### config.mk
export PLATFORM = sky130hd
export DESIGN_NAME = sbl_loader
export DESIGN_NICKNAME = d
export VERILOG_FILES = /design/src/sbl_pkg.sv /design/src/sbl_loader.sv /design/src/sbl_sum8.sv
export SDC_FILE = /design/constraint.sdc
export NUM_CORES = 1
export LEC_CHECK = 0
export BUFFER_PORTS_ARGS = -buffer_cell sky130_fd_sc_hd__buf_2
export CAP_MARGIN = 40
export CORE_MARGIN = 5
export CORE_UTILIZATION = 58
export DETAILED_ROUTE_END_ITERATION = 7
export PLACE_DENSITY = 0.78
export SLEW_MARGIN = 10
export SYNTH_ARGS = -nofsm -noshare
export SYNTH_HDL_FRONTEND = slang
export SYNTH_SLANG_ARGS = --single-unit
### constraint.sdc
create_clock -name sys_clk -period 4 [get_ports sys_clk]
set_input_delay 0.6 -clock sys_clk [delete_from_list [all_inputs] [get_ports sys_clk]]
set_output_delay 0.6 -clock sys_clk [all_outputs]
set_load 0.05 [all_outputs]
### src/sbl_pkg.sv
// constants, codes and types for the serial boot packet loader
package sbl_pkg;

  // reply and framing bytes
  localparam logic [7:0] ACK_BYTE  = 8'hcc;
  localparam logic [7:0] NAK_BYTE  = 8'h33;
  localparam logic [7:0] SYNC_BYTE = 8'h55;
  localparam logic [7:0] ZERO_BYTE = 8'h00;

  // command codes, first payload byte
  localparam logic [7:0] CMD_PING     = 8'h20;
  localparam logic [7:0] CMD_DOWNLOAD = 8'h21;
  localparam logic [7:0] CMD_RUN      = 8'h22;
  localparam logic [7:0] CMD_QUERY    = 8'h23;
  localparam logic [7:0] CMD_DATA     = 8'h24;
  localparam logic [7:0] CMD_RESET    = 8'h25;

  // packet lengths, length and sum bytes included
  localparam logic [7:0] LEN_MIN      = 8'h03;
  localparam logic [7:0] LEN_SHORT    = 8'h03;
  localparam logic [7:0] LEN_RUN      = 8'h07;
  localparam logic [7:0] LEN_DOWNLOAD = 8'h0b;
  localparam logic [7:0] LEN_REPLY    = 8'h03;

  // payload store: command byte plus eight data bytes
  localparam int         PAY_MAX      = 9;
  localparam logic [7:0] PAY_MAX_B    = 8'h09;

  // status codes; values are arbitrary
  localparam logic [7:0] ST_SUCCESS = 8'h01;
  localparam logic [7:0] ST_UNKNOWN = 8'h02;
  localparam logic [7:0] ST_INVALID = 8'h03;
  localparam logic [7:0] ST_FAIL    = 8'h04;
  localparam logic [7:0] ST_RESET   = 8'h00;

  // reply packet byte index and sync count
  localparam logic [1:0] TX_LAST  = 2'h2;
  localparam logic [1:0] SYNC_ONE = 2'h1;

  typedef enum logic [3:0] {
    S_IDLE, S_SUM, S_DATA, S_EXEC, S_ERASE, S_PROG,
    S_ACK, S_TXPKT, S_WREPLY, S_RUN, S_RST
  } sbl_state_e;

  typedef enum logic [1:0] {PORT_NONE, PORT_UART, PORT_SYNC} sbl_port_e;

  typedef enum logic [1:0] {P_NONE, P_STATUS, P_RUN, P_RST} sbl_post_e;

endpackage

### src/sbl_loader.sv
// packet interpreter of the serial boot loader
//////////////////////////////////////////////////////////////////////////////
// Summary of operation
// first packet byte is total length, counting length and sum bytes
// second byte is the sum of payload bytes only
// payload holds length minus two bytes
// reply 0xcc on good reception, 0x33 on bad reception
// acknowledge reflects reception only, never command validity
// host reads until first non-zero byte, taken as reply
// outgoing packet may be preceded by zeros; then length, sum, payload
// after first non-zero byte, rest of packet goes without gaps
// host answers every device packet; resends command after a NAK
// device skips leading zeros, first non-zero byte is host reply
// first payload byte is command code, then its parameters
// three-byte ping sets last status to success only
// status query: acknowledge, then one-byte packet with last status
// download setup: 11 bytes, address then count, msb first, stored
// download setup erases region before acknowledging
// data command programs at current address, address auto-advances
// host sends data only after setup or data, max 8 bytes
// programming ends when the setup byte count is reached
// a NAK leaves the program address unchanged
// host queries status after setup and each data command
// run: 7 bytes, address msb first, acknowledge before jump
// reset: 3 bytes, acknowledge first, then full system reset; the code does not check the length
// first port used locks out the other until reset
// two 0x55 bytes on uart before packets, answered with 0xcc
// bad sum or length below three gets a NAK
// unknown command or data without download records failure
module sbl_loader
  import sbl_pkg::*;
(
  // clock, reset, enable
  input  wire logic        sys_clk,
  input  wire logic        sys_rst,
  input  wire logic        ce,
  // uart byte side
  input  wire logic        uart_rx_valid,
  input  wire logic [7:0]  uart_rx_data,
  output logic             uart_tx_valid,
  input  wire logic        uart_tx_ready,
  // sync serial port byte side
  input  wire logic        sync_serial_port_rx_valid,
  input  wire logic [7:0]  sync_serial_port_rx_data,
  output logic             sync_serial_port_tx_valid,
  input  wire logic        sync_serial_port_tx_ready,
  // shared transmit byte
  output logic      [7:0]  tx_data,
  // flash erase
  output logic             erase_req,
  output logic      [31:0] erase_addr,
  output logic      [31:0] erase_size,
  input  wire logic        erase_done,
  input  wire logic        erase_ok,
  // flash program
  output logic             prog_req,
  output logic      [31:0] prog_addr,
  output logic      [7:0]  prog_data,
  input  wire logic        prog_done,
  input  wire logic        prog_ok,
  // execution control
  output logic             run_req,
  output logic      [31:0] run_addr,
  output logic             sys_reset_req,
  output logic      [7:0]  last_status
);

  //////////////////////////////////////////////////////////////////////////
  // state

  sbl_state_e  state_r,   state_nxt;
  sbl_port_e   lock_r,    lock_nxt;
  sbl_post_e   post_r,    post_nxt;
  logic [7:0]  len_r,     len_nxt;
  logic [7:0]  chk_r,     chk_nxt;
  logic [7:0]  cnt_r,     cnt_nxt;
  logic [7:0]  pi_r,      pi_nxt;
  logic [7:0]  status_r,  status_nxt;
  logic [7:0]  txd_r,     txd_nxt;
  logic [7:0]  pdata_r,   pdata_nxt;
  logic [1:0]  txi_r,     txi_nxt;
  logic [1:0]  sync_r,    sync_nxt;
  logic [31:0] addr_r,    addr_nxt;
  logic [31:0] remain_r,  remain_nxt;
  logic [31:0] runa_r,    runa_nxt;
  logic        active_r,  active_nxt;
  logic [7:0]  buf_r      [PAY_MAX];
  logic [7:0]  buf_nxt    [PAY_MAX];

  logic        rx_v;
  logic [7:0]  rx_d;
  sbl_port_e   rx_port;
  logic        tx_v;
  logic        tx_rdy;
  logic        tx_fire;
  logic        sum_clr;
  logic        sum_add;
  logic [7:0]  sum;
  logic        prog_end;
  logic [7:0]  last_idx;

  //////////////////////////////////////////////////////////////////////////
  // port selection; the phy keeps bytes on our clock, so no synchroniser

  always_comb begin
    rx_v    = 1'b0;
    rx_d    = ZERO_BYTE;
    rx_port = PORT_NONE;
    if (lock_r != PORT_SYNC && uart_rx_valid) begin
      rx_v    = 1'b1;
      rx_d    = uart_rx_data;
      rx_port = PORT_UART;
    end else if (lock_r != PORT_UART && sync_serial_port_rx_valid) begin
      rx_v    = 1'b1;
      rx_d    = sync_serial_port_rx_data;
      rx_port = PORT_SYNC;
    end
  end

  assign tx_v    = (state_r == S_ACK) || (state_r == S_TXPKT);
  assign tx_rdy  = (lock_r == PORT_SYNC) ? sync_serial_port_tx_ready
                                         : uart_tx_ready;
  assign tx_fire = tx_v && tx_rdy && ce;
  assign uart_tx_valid             = tx_v && (lock_r == PORT_UART);
  assign sync_serial_port_tx_valid = tx_v && (lock_r == PORT_SYNC);

  // last payload index is length minus three
  assign last_idx = 8'(len_r - LEN_MIN);
  assign prog_end = (pi_r > last_idx) || (remain_r == 32'h0);

  sbl_sum8 u_sum (
    .sys_clk (sys_clk),
    .sys_rst (sys_rst),
    .ce      (ce),
    .clr     (sum_clr),
    .add     (sum_add),
    .din     (rx_d),
    .sum     (sum)
  );

  //////////////////////////////////////////////////////////////////////////
  // next state

  always_comb begin
    state_nxt  = state_r;
    lock_nxt   = lock_r;
    post_nxt   = post_r;
    len_nxt    = len_r;
    chk_nxt    = chk_r;
    cnt_nxt    = cnt_r;
    pi_nxt     = pi_r;
    status_nxt = status_r;
    txd_nxt    = txd_r;
    pdata_nxt  = pdata_r;
    txi_nxt    = txi_r;
    sync_nxt   = sync_r;
    addr_nxt   = addr_r;
    remain_nxt = remain_r;
    runa_nxt   = runa_r;
    active_nxt = active_r;
    buf_nxt    = buf_r;
    sum_clr    = 1'b0;
    sum_add    = 1'b0;
    case (state_r)
      S_IDLE: begin
        // zero padding between packets is skipped
        if (rx_v && rx_d != ZERO_BYTE) begin
          if (lock_r == PORT_NONE && rx_port == PORT_UART &&
              rx_d == SYNC_BYTE) begin
            sync_nxt = 2'(sync_r + 2'h1);
            if (sync_r == SYNC_ONE) begin
              lock_nxt  = PORT_UART;
              sync_nxt  = 2'h0;
              txd_nxt   = ACK_BYTE;
              post_nxt  = P_NONE;
              state_nxt = S_ACK;
            end
          end else begin
            lock_nxt = rx_port;
            len_nxt  = rx_d;
            sum_clr  = 1'b1;
            if (rx_d < LEN_MIN) begin
              txd_nxt   = NAK_BYTE;
              post_nxt  = P_NONE;
              state_nxt = S_ACK;
            end else begin
              state_nxt = S_SUM;
            end
          end
        end
      end
      S_SUM: begin
        if (rx_v) begin
          chk_nxt   = rx_d;
          cnt_nxt   = ZERO_BYTE;
          state_nxt = S_DATA;
        end
      end
      S_DATA: begin
        if (rx_v) begin
          sum_add = 1'b1;
          // overlong payload is summed but not stored
          if (cnt_r < PAY_MAX_B) begin
            buf_nxt[4'(cnt_r)] = rx_d;
          end
          cnt_nxt = 8'(cnt_r + 8'h01);
          if (cnt_r == last_idx) begin
            state_nxt = S_EXEC;
          end
        end
      end
      S_EXEC: begin
        post_nxt  = P_NONE;
        state_nxt = S_ACK;
        if (sum != chk_r) begin
          txd_nxt = NAK_BYTE;
        end else begin
          txd_nxt = ACK_BYTE;
          case (buf_r[0])
            CMD_PING: begin
              status_nxt = (len_r == LEN_SHORT) ? ST_SUCCESS
                                                : ST_INVALID;
            end
            CMD_QUERY: begin
              post_nxt = P_STATUS;
            end
            CMD_DOWNLOAD: begin
              if (len_r == LEN_DOWNLOAD) begin
                addr_nxt   = {buf_r[1], buf_r[2], buf_r[3], buf_r[4]};
                remain_nxt = {buf_r[5], buf_r[6], buf_r[7], buf_r[8]};
                active_nxt = 1'b0;
                state_nxt  = S_ERASE;
              end else begin
                status_nxt = ST_INVALID;
              end
            end
            CMD_DATA: begin
              if (!active_r || len_r > LEN_DOWNLOAD) begin
                status_nxt = ST_FAIL;
              end else begin
                status_nxt = ST_SUCCESS;
                pi_nxt     = 8'h01;
                pdata_nxt  = buf_r[1];
                state_nxt  = S_PROG;
              end
            end
            CMD_RUN: begin
              if (len_r == LEN_RUN) begin
                runa_nxt   = {buf_r[1], buf_r[2], buf_r[3], buf_r[4]};
                status_nxt = ST_SUCCESS;
                post_nxt   = P_RUN;
              end else begin
                status_nxt = ST_INVALID;
              end
            end
            CMD_RESET: begin
              post_nxt = P_RST;
            end
            default: begin
              status_nxt = ST_UNKNOWN;
            end
          endcase
        end
      end
      S_ERASE: begin
        // reply held back until the whole region is erased
        if (erase_done) begin
          status_nxt = erase_ok ? ST_SUCCESS : ST_FAIL;
          active_nxt = erase_ok && (remain_r != 32'h0);
          state_nxt  = S_ACK;
        end
      end
      S_PROG: begin
        if (prog_end) begin
          state_nxt = S_ACK;
        end else if (prog_done) begin
          if (prog_ok) begin
            addr_nxt   = 32'(addr_r + 32'h1);
            remain_nxt = 32'(remain_r - 32'h1);
            pi_nxt     = 8'(pi_r + 8'h01);
            if (pi_r < 8'h08) begin
              pdata_nxt = buf_r[4'(pi_r + 8'h01)];
            end
            if (remain_r == 32'h1) begin
              active_nxt = 1'b0;
            end
          end else begin
            status_nxt = ST_FAIL;
            state_nxt  = S_ACK;
          end
        end
      end
      S_ACK: begin
        if (tx_fire) begin
          case (post_r)
            P_STATUS: begin
              txi_nxt   = 2'h0;
              txd_nxt   = LEN_REPLY;
              state_nxt = S_TXPKT;
            end
            P_RUN:   state_nxt = S_RUN;
            P_RST:   state_nxt = S_RST;
            default: state_nxt = S_IDLE;
          endcase
        end
      end
      S_TXPKT: begin
        // one byte payload, so sum equals the status byte
        if (tx_fire) begin
          txd_nxt = status_r;
          txi_nxt = 2'(txi_r + 2'h1);
          if (txi_r == TX_LAST) begin
            state_nxt = S_WREPLY;
          end
        end
      end
      S_WREPLY: begin
        // either reply ends it; after a nak the host asks again
        if (rx_v && rx_d != ZERO_BYTE) begin
          state_nxt = S_IDLE;
        end
      end
      S_RUN:   state_nxt = S_IDLE;
      S_RST:   state_nxt = S_IDLE;
      default: state_nxt = S_IDLE;
    endcase
  end

  //////////////////////////////////////////////////////////////////////////
  // registers

  always_ff @(posedge sys_clk) begin
    if (sys_rst) begin
      state_r  <= S_IDLE;
      lock_r   <= PORT_NONE;
      post_r   <= P_NONE;
      len_r    <= ZERO_BYTE;
      chk_r    <= ZERO_BYTE;
      cnt_r    <= ZERO_BYTE;
      pi_r     <= ZERO_BYTE;
      status_r <= ST_RESET;
      txd_r    <= ZERO_BYTE;
      pdata_r  <= ZERO_BYTE;
      txi_r    <= 2'h0;
      sync_r   <= 2'h0;
      addr_r   <= 32'h0;
      remain_r <= 32'h0;
      runa_r   <= 32'h0;
      active_r <= 1'b0;
      for (int i = 0; i < PAY_MAX; i++) begin
        buf_r[i] <= ZERO_BYTE;
      end
    end else if (ce) begin
      state_r  <= state_nxt;
      lock_r   <= lock_nxt;
      post_r   <= post_nxt;
      len_r    <= len_nxt;
      chk_r    <= chk_nxt;
      cnt_r    <= cnt_nxt;
      pi_r     <= pi_nxt;
      status_r <= status_nxt;
      txd_r    <= txd_nxt;
      pdata_r  <= pdata_nxt;
      txi_r    <= txi_nxt;
      sync_r   <= sync_nxt;
      addr_r   <= addr_nxt;
      remain_r <= remain_nxt;
      runa_r   <= runa_nxt;
      active_r <= active_nxt;
      buf_r    <= buf_nxt;
    end
  end

  assign tx_data       = txd_r;
  assign erase_req     = (state_r == S_ERASE);
  assign erase_addr    = addr_r;
  assign erase_size    = remain_r;
  assign prog_req      = (state_r == S_PROG) && !prog_end;
  assign prog_addr     = addr_r;
  assign prog_data     = pdata_r;
  assign run_req       = (state_r == S_RUN);
  assign run_addr      = runa_r;
  assign sys_reset_req = (state_r == S_RST);
  assign last_status   = status_r;
endmodule

### src/sbl_sum8.sv
// modulo-256 running sum of payload bytes
module sbl_sum8
  import sbl_pkg::*;
(
  // clock and reset
  input  wire logic       sys_clk,
  input  wire logic       sys_rst,
  input  wire logic       ce,
  // control and data
  input  wire logic       clr,
  input  wire logic       add,
  input  wire logic [7:0] din,
  output logic      [7:0] sum
);

  logic [7:0] sum_r;
  logic [7:0] sum_nxt;

  always_comb begin
    sum_nxt = sum_r;
    if (clr) begin
      sum_nxt = ZERO_BYTE;
    end else if (add) begin
      sum_nxt = 8'(sum_r + din);
    end
  end

  always_ff @(posedge sys_clk) begin
    if (sys_rst) begin
      sum_r <= ZERO_BYTE;
    end else if (ce) begin
      sum_r <= sum_nxt;
    end
  end

  assign sum = sum_r;

endmodule

# Word-level counts from Yosys, hierarchy flattened
# Index checks and enable logic that the tools add are counted.
totals:
  out_inout_bits: 158
  register_bits: 245
  elab_cells: 272
classes:
  eq_ne: 61
  muxes: 118
  n_bitwise: 4
  n_reduce_logical: 47
  order_cmp: 8
  addsub: 8
ops:
  columns: ["op", "n"]
  rows:
  - ["$mux W32", 12]
  - ["$mux W8", 36]
  - ["$pmux W32 S2", 2]
  - ["$bwmux W72", 1]
  - ["$mux W4", 14]
  - ["$eq A8 B6 Y1 const B", 6]
  - ["$pmux W8 S2", 3]
  - ["$pmux W8 S5", 1]
  - ["$mux W2", 19]
  - ["$ne A2 B2 Y1 const B", 18]
  - ["$pmux W4 S9", 1]
  - ["$add A32 B1 Y32 const B", 1]
  - ["$bmux W8 S4", 1]
  - ["$demux W8 S4", 1]
  - ["$eq A32 B1 Y1 const B", 1]
  - ["$logic_not A32 Y1", 1]
  - ["$pmux W8 S4", 1]
  - ["$reduce_bool A32 Y1", 1]
  - ["$sub A32 B1 Y32 const B", 1]
  - ["$pmux W8 S3", 1]
  - ["$reduce_and A8 Y1", 3]
  - ["$reduce_and A4 Y1", 5]
  - ["$reduce_and A9 Y1", 2]
  - ["$add A8 B1 Y8 const B", 2]
  - ["other kinds (46)", 112]

# Logic depth before layout (Yosys ltp)
logic_depth:
  word_depth: 12
  mapped_depth: 15

# Hierarchy
# Synthesis repeated with hierarchy kept, for this count alone.
hier_totals:
  cells_unflattened: 1716
  area_unflattened_um2: 13386.6
modules_own_cells:
  columns: ["module", "instances", "cells_per_inst", "area_each_um2", "seq_area_each_um2"]
  rows:
  - ["sbl_loader", 1, 1646, 12759.7, 4584.4]
  - ["sbl_sum8", 1, 70, 626.9, 160.2]

# Worst setup path after synthesis
# Ideal clock, no wire load.
synth_path:
  path_type: "input -> register"
  start: "in sync_serial_port_rx_valid"
  end: "reg u_sum.sum_r[7], in the netlist u_sum.sum[7]"
  arrival_ns: 3.402
  required_time_ns: 3.930
  path_slack_ns: 0.528
  cell_stages: 13
  cell_sequence: "clkbuf_1 -> a22oi_1 -> a211oi_2 -> clkbuf_1 -> ha_1 -> a21o_1 -> a21oi_1 -> o21bai_1 -> a2111oi_0 -> nor3_1 -> xnor2_1 -> or3_1 -> a21oi_1"
synth_via:
  word_cells_on_any_way: 23
  cone_classes: "add/sub (1); eq/ne (2); mux (13); reduce/logical (7)"
synth_lines:
  columns: ["item", "line", "rtl"]
  rows:
  - ["from (decl)", "sbl_loader.sv:43", "input wire logic sync_serial_port_rx_valid,"]
  - ["$logic_and A1 B1 Y1 *", "sbl_loader.sv:113", "end else if (lock_r != PORT_UART && sync_serial_port_rx_valid) begin"]
  - ["$mux W8 *", "sbl_loader.sv:113", null]
  - ["$mux W8 *", "sbl_loader.sv:109", "if (lock_r != PORT_SYNC && uart_rx_valid) begin"]
  - ["via rx_d[1]", "sbl_loader.sv:91", "logic [7:0] rx_d;"]
  - ["$eq A8 B7 Y1", "sbl_loader.sv:169", "rx_d == SYNC_BYTE) begin"]
  - ["$logic_and A1 B1 Y1", "sbl_loader.sv:168", "if (lock_r == PORT_NONE && rx_port == PORT_UART &&"]
  - ["$mux W1", "sbl_loader.sv:168", null]
  - ["$mux W1", "sbl_loader.sv:167", "if (rx_v && rx_d != ZERO_BYTE) begin"]
  - ["$mux W1", "sbl_loader.sv:164", "case (state_r)"]
  - ["$reduce_bool A2 Y1 (no source line)", null, null]
  - ["$reduce_and A2 Y1 (no source line)", null, null]
  - ["to (signal assigned)", "sbl_sum8.sv:32", "sum_r <= sum_nxt;"]
  - ["to (decl)", "sbl_sum8.sv:16", "logic [7:0] sum_r;"]
# The timed path passes the listed nets; every way through them passes the cells marked *. The select of a mux whose other input is x is not followed.
# A chain may end at the register's enable or synchronous reset.

# Final worst setup path
layout_path:
  start: "reg len_r[2]"
  end: "out prog_req"
layout_via:
  elab_chain_len: 5
layout_lines:
  columns: ["item", "line", "rtl"]
  rows:
  - ["from (decl)", "sbl_loader.sv:74", "logic [7:0] len_r, len_nxt;"]
  - ["from (signal assigned)", "sbl_loader.sv:357", "len_r <= len_nxt;"]
  - ["$sub A8 B2 Y8", "sbl_loader.sv:128", "assign last_idx = 8'(len_r - LEN_MIN);"]
  - ["$gt A8 B8 Y1", "sbl_loader.sv:129", "assign prog_end = (pi_r > last_idx) || (remain_r == 32'h0);"]
  - ["$logic_or A1 B1 Y1", "sbl_loader.sv:129", null]
  - ["$logic_not A1 Y1", "sbl_loader.sv:378", "assign prog_req = (state_r == S_PROG) && !prog_end;"]
  - ["$logic_and A1 B1 Y1", "sbl_loader.sv:378", null]
  - ["to (decl)", "sbl_loader.sv:56", "output logic prog_req,"]
# No other way between the ends.

==> key figures <==
Status
  • Outcome: completed

Min path
  • Hold Path Depth: 2
  • Min-Delay Path Class: flop to flop
  • HP Start: sync_r[1]

Synth
  • Post-synthesis sequential area ratio: 0.353
  • Ys async rst share: 0
  • Cell Area, Synth: 0.0134 mm^2
  • Yosys Warn Count: 0
  • EDFF count, synth: 0
  • Synth Flop Type: dfxtp_1
  • FF+latch count, synth: 237
  • Avg Inst Size Synth: 7.64 um^2
  • Synthesized instance count: 1756
  • Post-synth cell types: 82

Detailed routing
  • Antenna Nets Post-Route: 0
  • Vias: 13.8k
  • First DRT Iteration DRCs: 1663
  • Avg WL per Cell: 21.1 um
  • Vias per cell: 6.46
  • DR pass1 iterations: 6
  • Post-route DRC: 0
  • Final WL: 45200 um

Cells and area
  • Area grow syn2layout: 12.8%
  • Share of layout cells above drive strength 1: 0.171
  • Most common cell after layout, fill and taps aside: nand2_1
  • Layout fillers: 1913
  • Most used cells in the layout excluding fill and tap cells: nand2_1, dfxtp_1, a21oi_1, buf_2, nor2_1
  • N_diodes: 0
  • Post-Layout Inst Area: 0.0151 mm^2
  • Nets: 1898

Die
  • Initial Util: 0.591
  • Die area: 0.0263 mm^2
  • Die Wd: 162 um
  • Rows: 55
  • # IOs: 185
  • Core area: 0.0227 mm^2
  • Die Y: 162 um

Worst setup path
  • CP endpoint: prog_req
  • Crit Path Max Fanout: 9
  • Reg2Reg Setup Slack: 430 ps
  • CP Data Required Time: 3400 ps
  • Startpoint Class: flop
  • Crit path DAT: 3180 ps
  • Worst reg2reg path endpoint: erase_addr[5]
  • Worst R2R Start: len_r[2]
  • Worst Setup End Kind: output port
  • R2R cell count: 12
  • Worst setup startpoint: len_r[2]
  • CP Class: flop to output port

GRT
  • Largest net degree at the start of global routing: 89
  • Tot GR Track Use: 0.329
  • Antenna violations before repair: 0
  • Vias in the first global route: 12.4k
  • Total grt overflow: 0
  • First-pass GRT wire length: 70200 um

Clocking
  • Clock Path Buffers: 3
  • Worst skew pair latency: 550 ps
  • Clock slew at reported path FFs: 60 ps
  • CTS buffer count: 26
  • CTS root buf: clkbuf_16
  • CTS H-tree lvls: 1
  • CTS tree: yes
  • Post-CTS Repair Setup Buffers: 0
  • Clock Sinks: 237

Timing
  • Tmin final: 3780 ps
  • Worst Clk Skew: 17.7 ps
  • Setup Viol. Count Final: 0
  • Max Freq: 0.264 GHz
  • Final worst-path cycle share: 0.946
  • Final-report hold violation count: 0
  • Final Max Slew Viols: 0
  • Max-slew headroom: 0.407
  • RSZ-0062 raised after global routing: no
  • Final TNS setup: 0 ps
  • Slew @ Worst Pin: 889 ps

Power and ir drop
  • Power density over cell area: 476 mW/mm^2
  • VDD IR max: 0.354 mV
  • Leakage power: 5.78 nW

Place
  • DPL Wire Length: 31600 um
  • PortBufs: 179
  • Routability cong.: 0.977
  • DP Area: 0.0143 mm^2

Run
  • Max Cap Viol: 0
==> registers in the layout (all words and copies together), names as in the netlist <==
signal       cells
cnt_r            8
pi_r             8
sync_r           2
chk_r            8
u_sum.sum        8
erase_addr      32
run_addr        32
len_r            8
erase_size      32
buf_r           72
prog_data        8
tx_data          5
post_r           2
active_r         1
txi_r            2
state_r          4
lock_r           2
last_status      3
==> Yosys cell counts (5+ instances only) <==
master	instances	area share
nand4_1	21	0.0098
buf_1	5	0.0014
o21a_1	5	0.0028
and2_1	9	0.0042
mux2i_1	42	0.031
xnor2_1	16	0.010
a211oi_2	7	0.0065
nor2b_1	11	0.0051
mux4_2	16	0.027
or3_1	11	0.0051
xor2_1	24	0.016
nor4_1	13	0.0061
nand3_1	93	0.035
o22ai_1	8	0.0037
a31oi_1	15	0.0070
a31o_2	8	0.0052
ha_1	31	0.029
o21ai_0	79	0.029
a21oi_1	212	0.079
a221oi_1	17	0.011
clkbuf_1	99	0.028
a22oi_1	18	0.010
nor2_1	164	0.046
nand2b_1	10	0.0047
and3_1	17	0.0079
a211o_1	6	0.0039
o211ai_1	7	0.0039
a211oi_1	16	0.0089
a21o_1	8	0.0045
nor3_1	50	0.019
nand2_1	299	0.084
dfxtp_1	237	0.35
buf_4	43	0.024
inv_1	28	0.0078
o21bai_1	8	0.0045
buf_2	19	0.0071
a2111oi_2	5	0.0056
o31ai_1	8	0.0045
==> repair_timing <==
action / CTS / global route
endpoints found under the hold margin: 0 / 0
hold buffers: 0 / 0
resized for setup: 0 / 2
endpoints found under the setup margin: 0 / 2
==> per-layer routing <==
layer	up-vias	track usage	wire, um
met5	-	0	0
met4	0	0.116	1600
met3	128	0.0698	5310
met2	836	0.489	19500
met1	6494	0.475	18800
li1	6363	-	-
==> critical path, cell delays in order (launching register included) <==
cell     delay, ps
dfxtp_1        400
a211o_1        340
nor4_1         250
xnor2_1        210
ha_1           310
nand4_1        160
nor2_1          70
a211o_1        260
and3_1         250
and2_1         190
buf_2          210
==> layout make-up <==
class / instances / area, um^2 / area share
clock buffers: 37 / 722 / 0.0477
clock inverters: 8 / 151 / 0.0100
inverters: 31 / 116 / 0.00769
multi-input cells: 1325 / 7810 / 0.516
flip-flops and latches: 237 / 4740 / 0.313
well taps: 285 / 357 / 0.0236
repair buffers: 218 / 1240 / 0.0817
==> report_power, final <==
group / internal [mW] / total (mW) / switching [mW] / leakage (nW)
sequential: 2.46 / 2.64 / 0.182 / 1.91
combinational: 0.626 / 2.06 / 1.43 / 3.44
clock: 1.51 / 2.50 / 0.996 / 0.427
total: 4.59 / 7.21 / 2.61 / 5.78
==> worst min-delay path by stage <==
stage,endpoint,slack [ps]
after global routing,sync_r[1],480
after floorplan,sync_r[1],410
final,sync_r[1],440
after CTS,sync_r[1],440
after global placement,sync_r[1],420
after detailed placement,sync_r[1],420
==> stage by stage <==
step / power, mW / std cells / hold slack [ps] / util / setup WS (ps)
finish: 7.21 / 2141 / 438 / 0.667 / 217
global placement: 4.65 / 2094 / 415 / 0.627 / 523
floorplan: 4.18 / 1760 / 407 / - / 528
global route: 7.48 / 2141 / 476 / 0.667 / 28.2
detailed placement: 4.68 / 2096 / 422 / 0.628 / 424
CTS: 7.16 / 2141 / 443 / 0.666 / 206
==> logic make-up (layout without fill, tap and decap cells) <==
family	Yosys count	in the layout	share of synthesized area
AOI/OAI and AO/OA	458	458	0.212
xor gates and xnor gates	40	40	0.0261
muxes	58	58	0.0582
DFF	237	237	0.353
other	1	5	0.000279
adders and majority gates	32	32	0.0304
buffers and inverters	198	294	0.0697
and+or+nand+nor	732	732	0.250
Note: power is estimated with default switching activity, not from simulation.
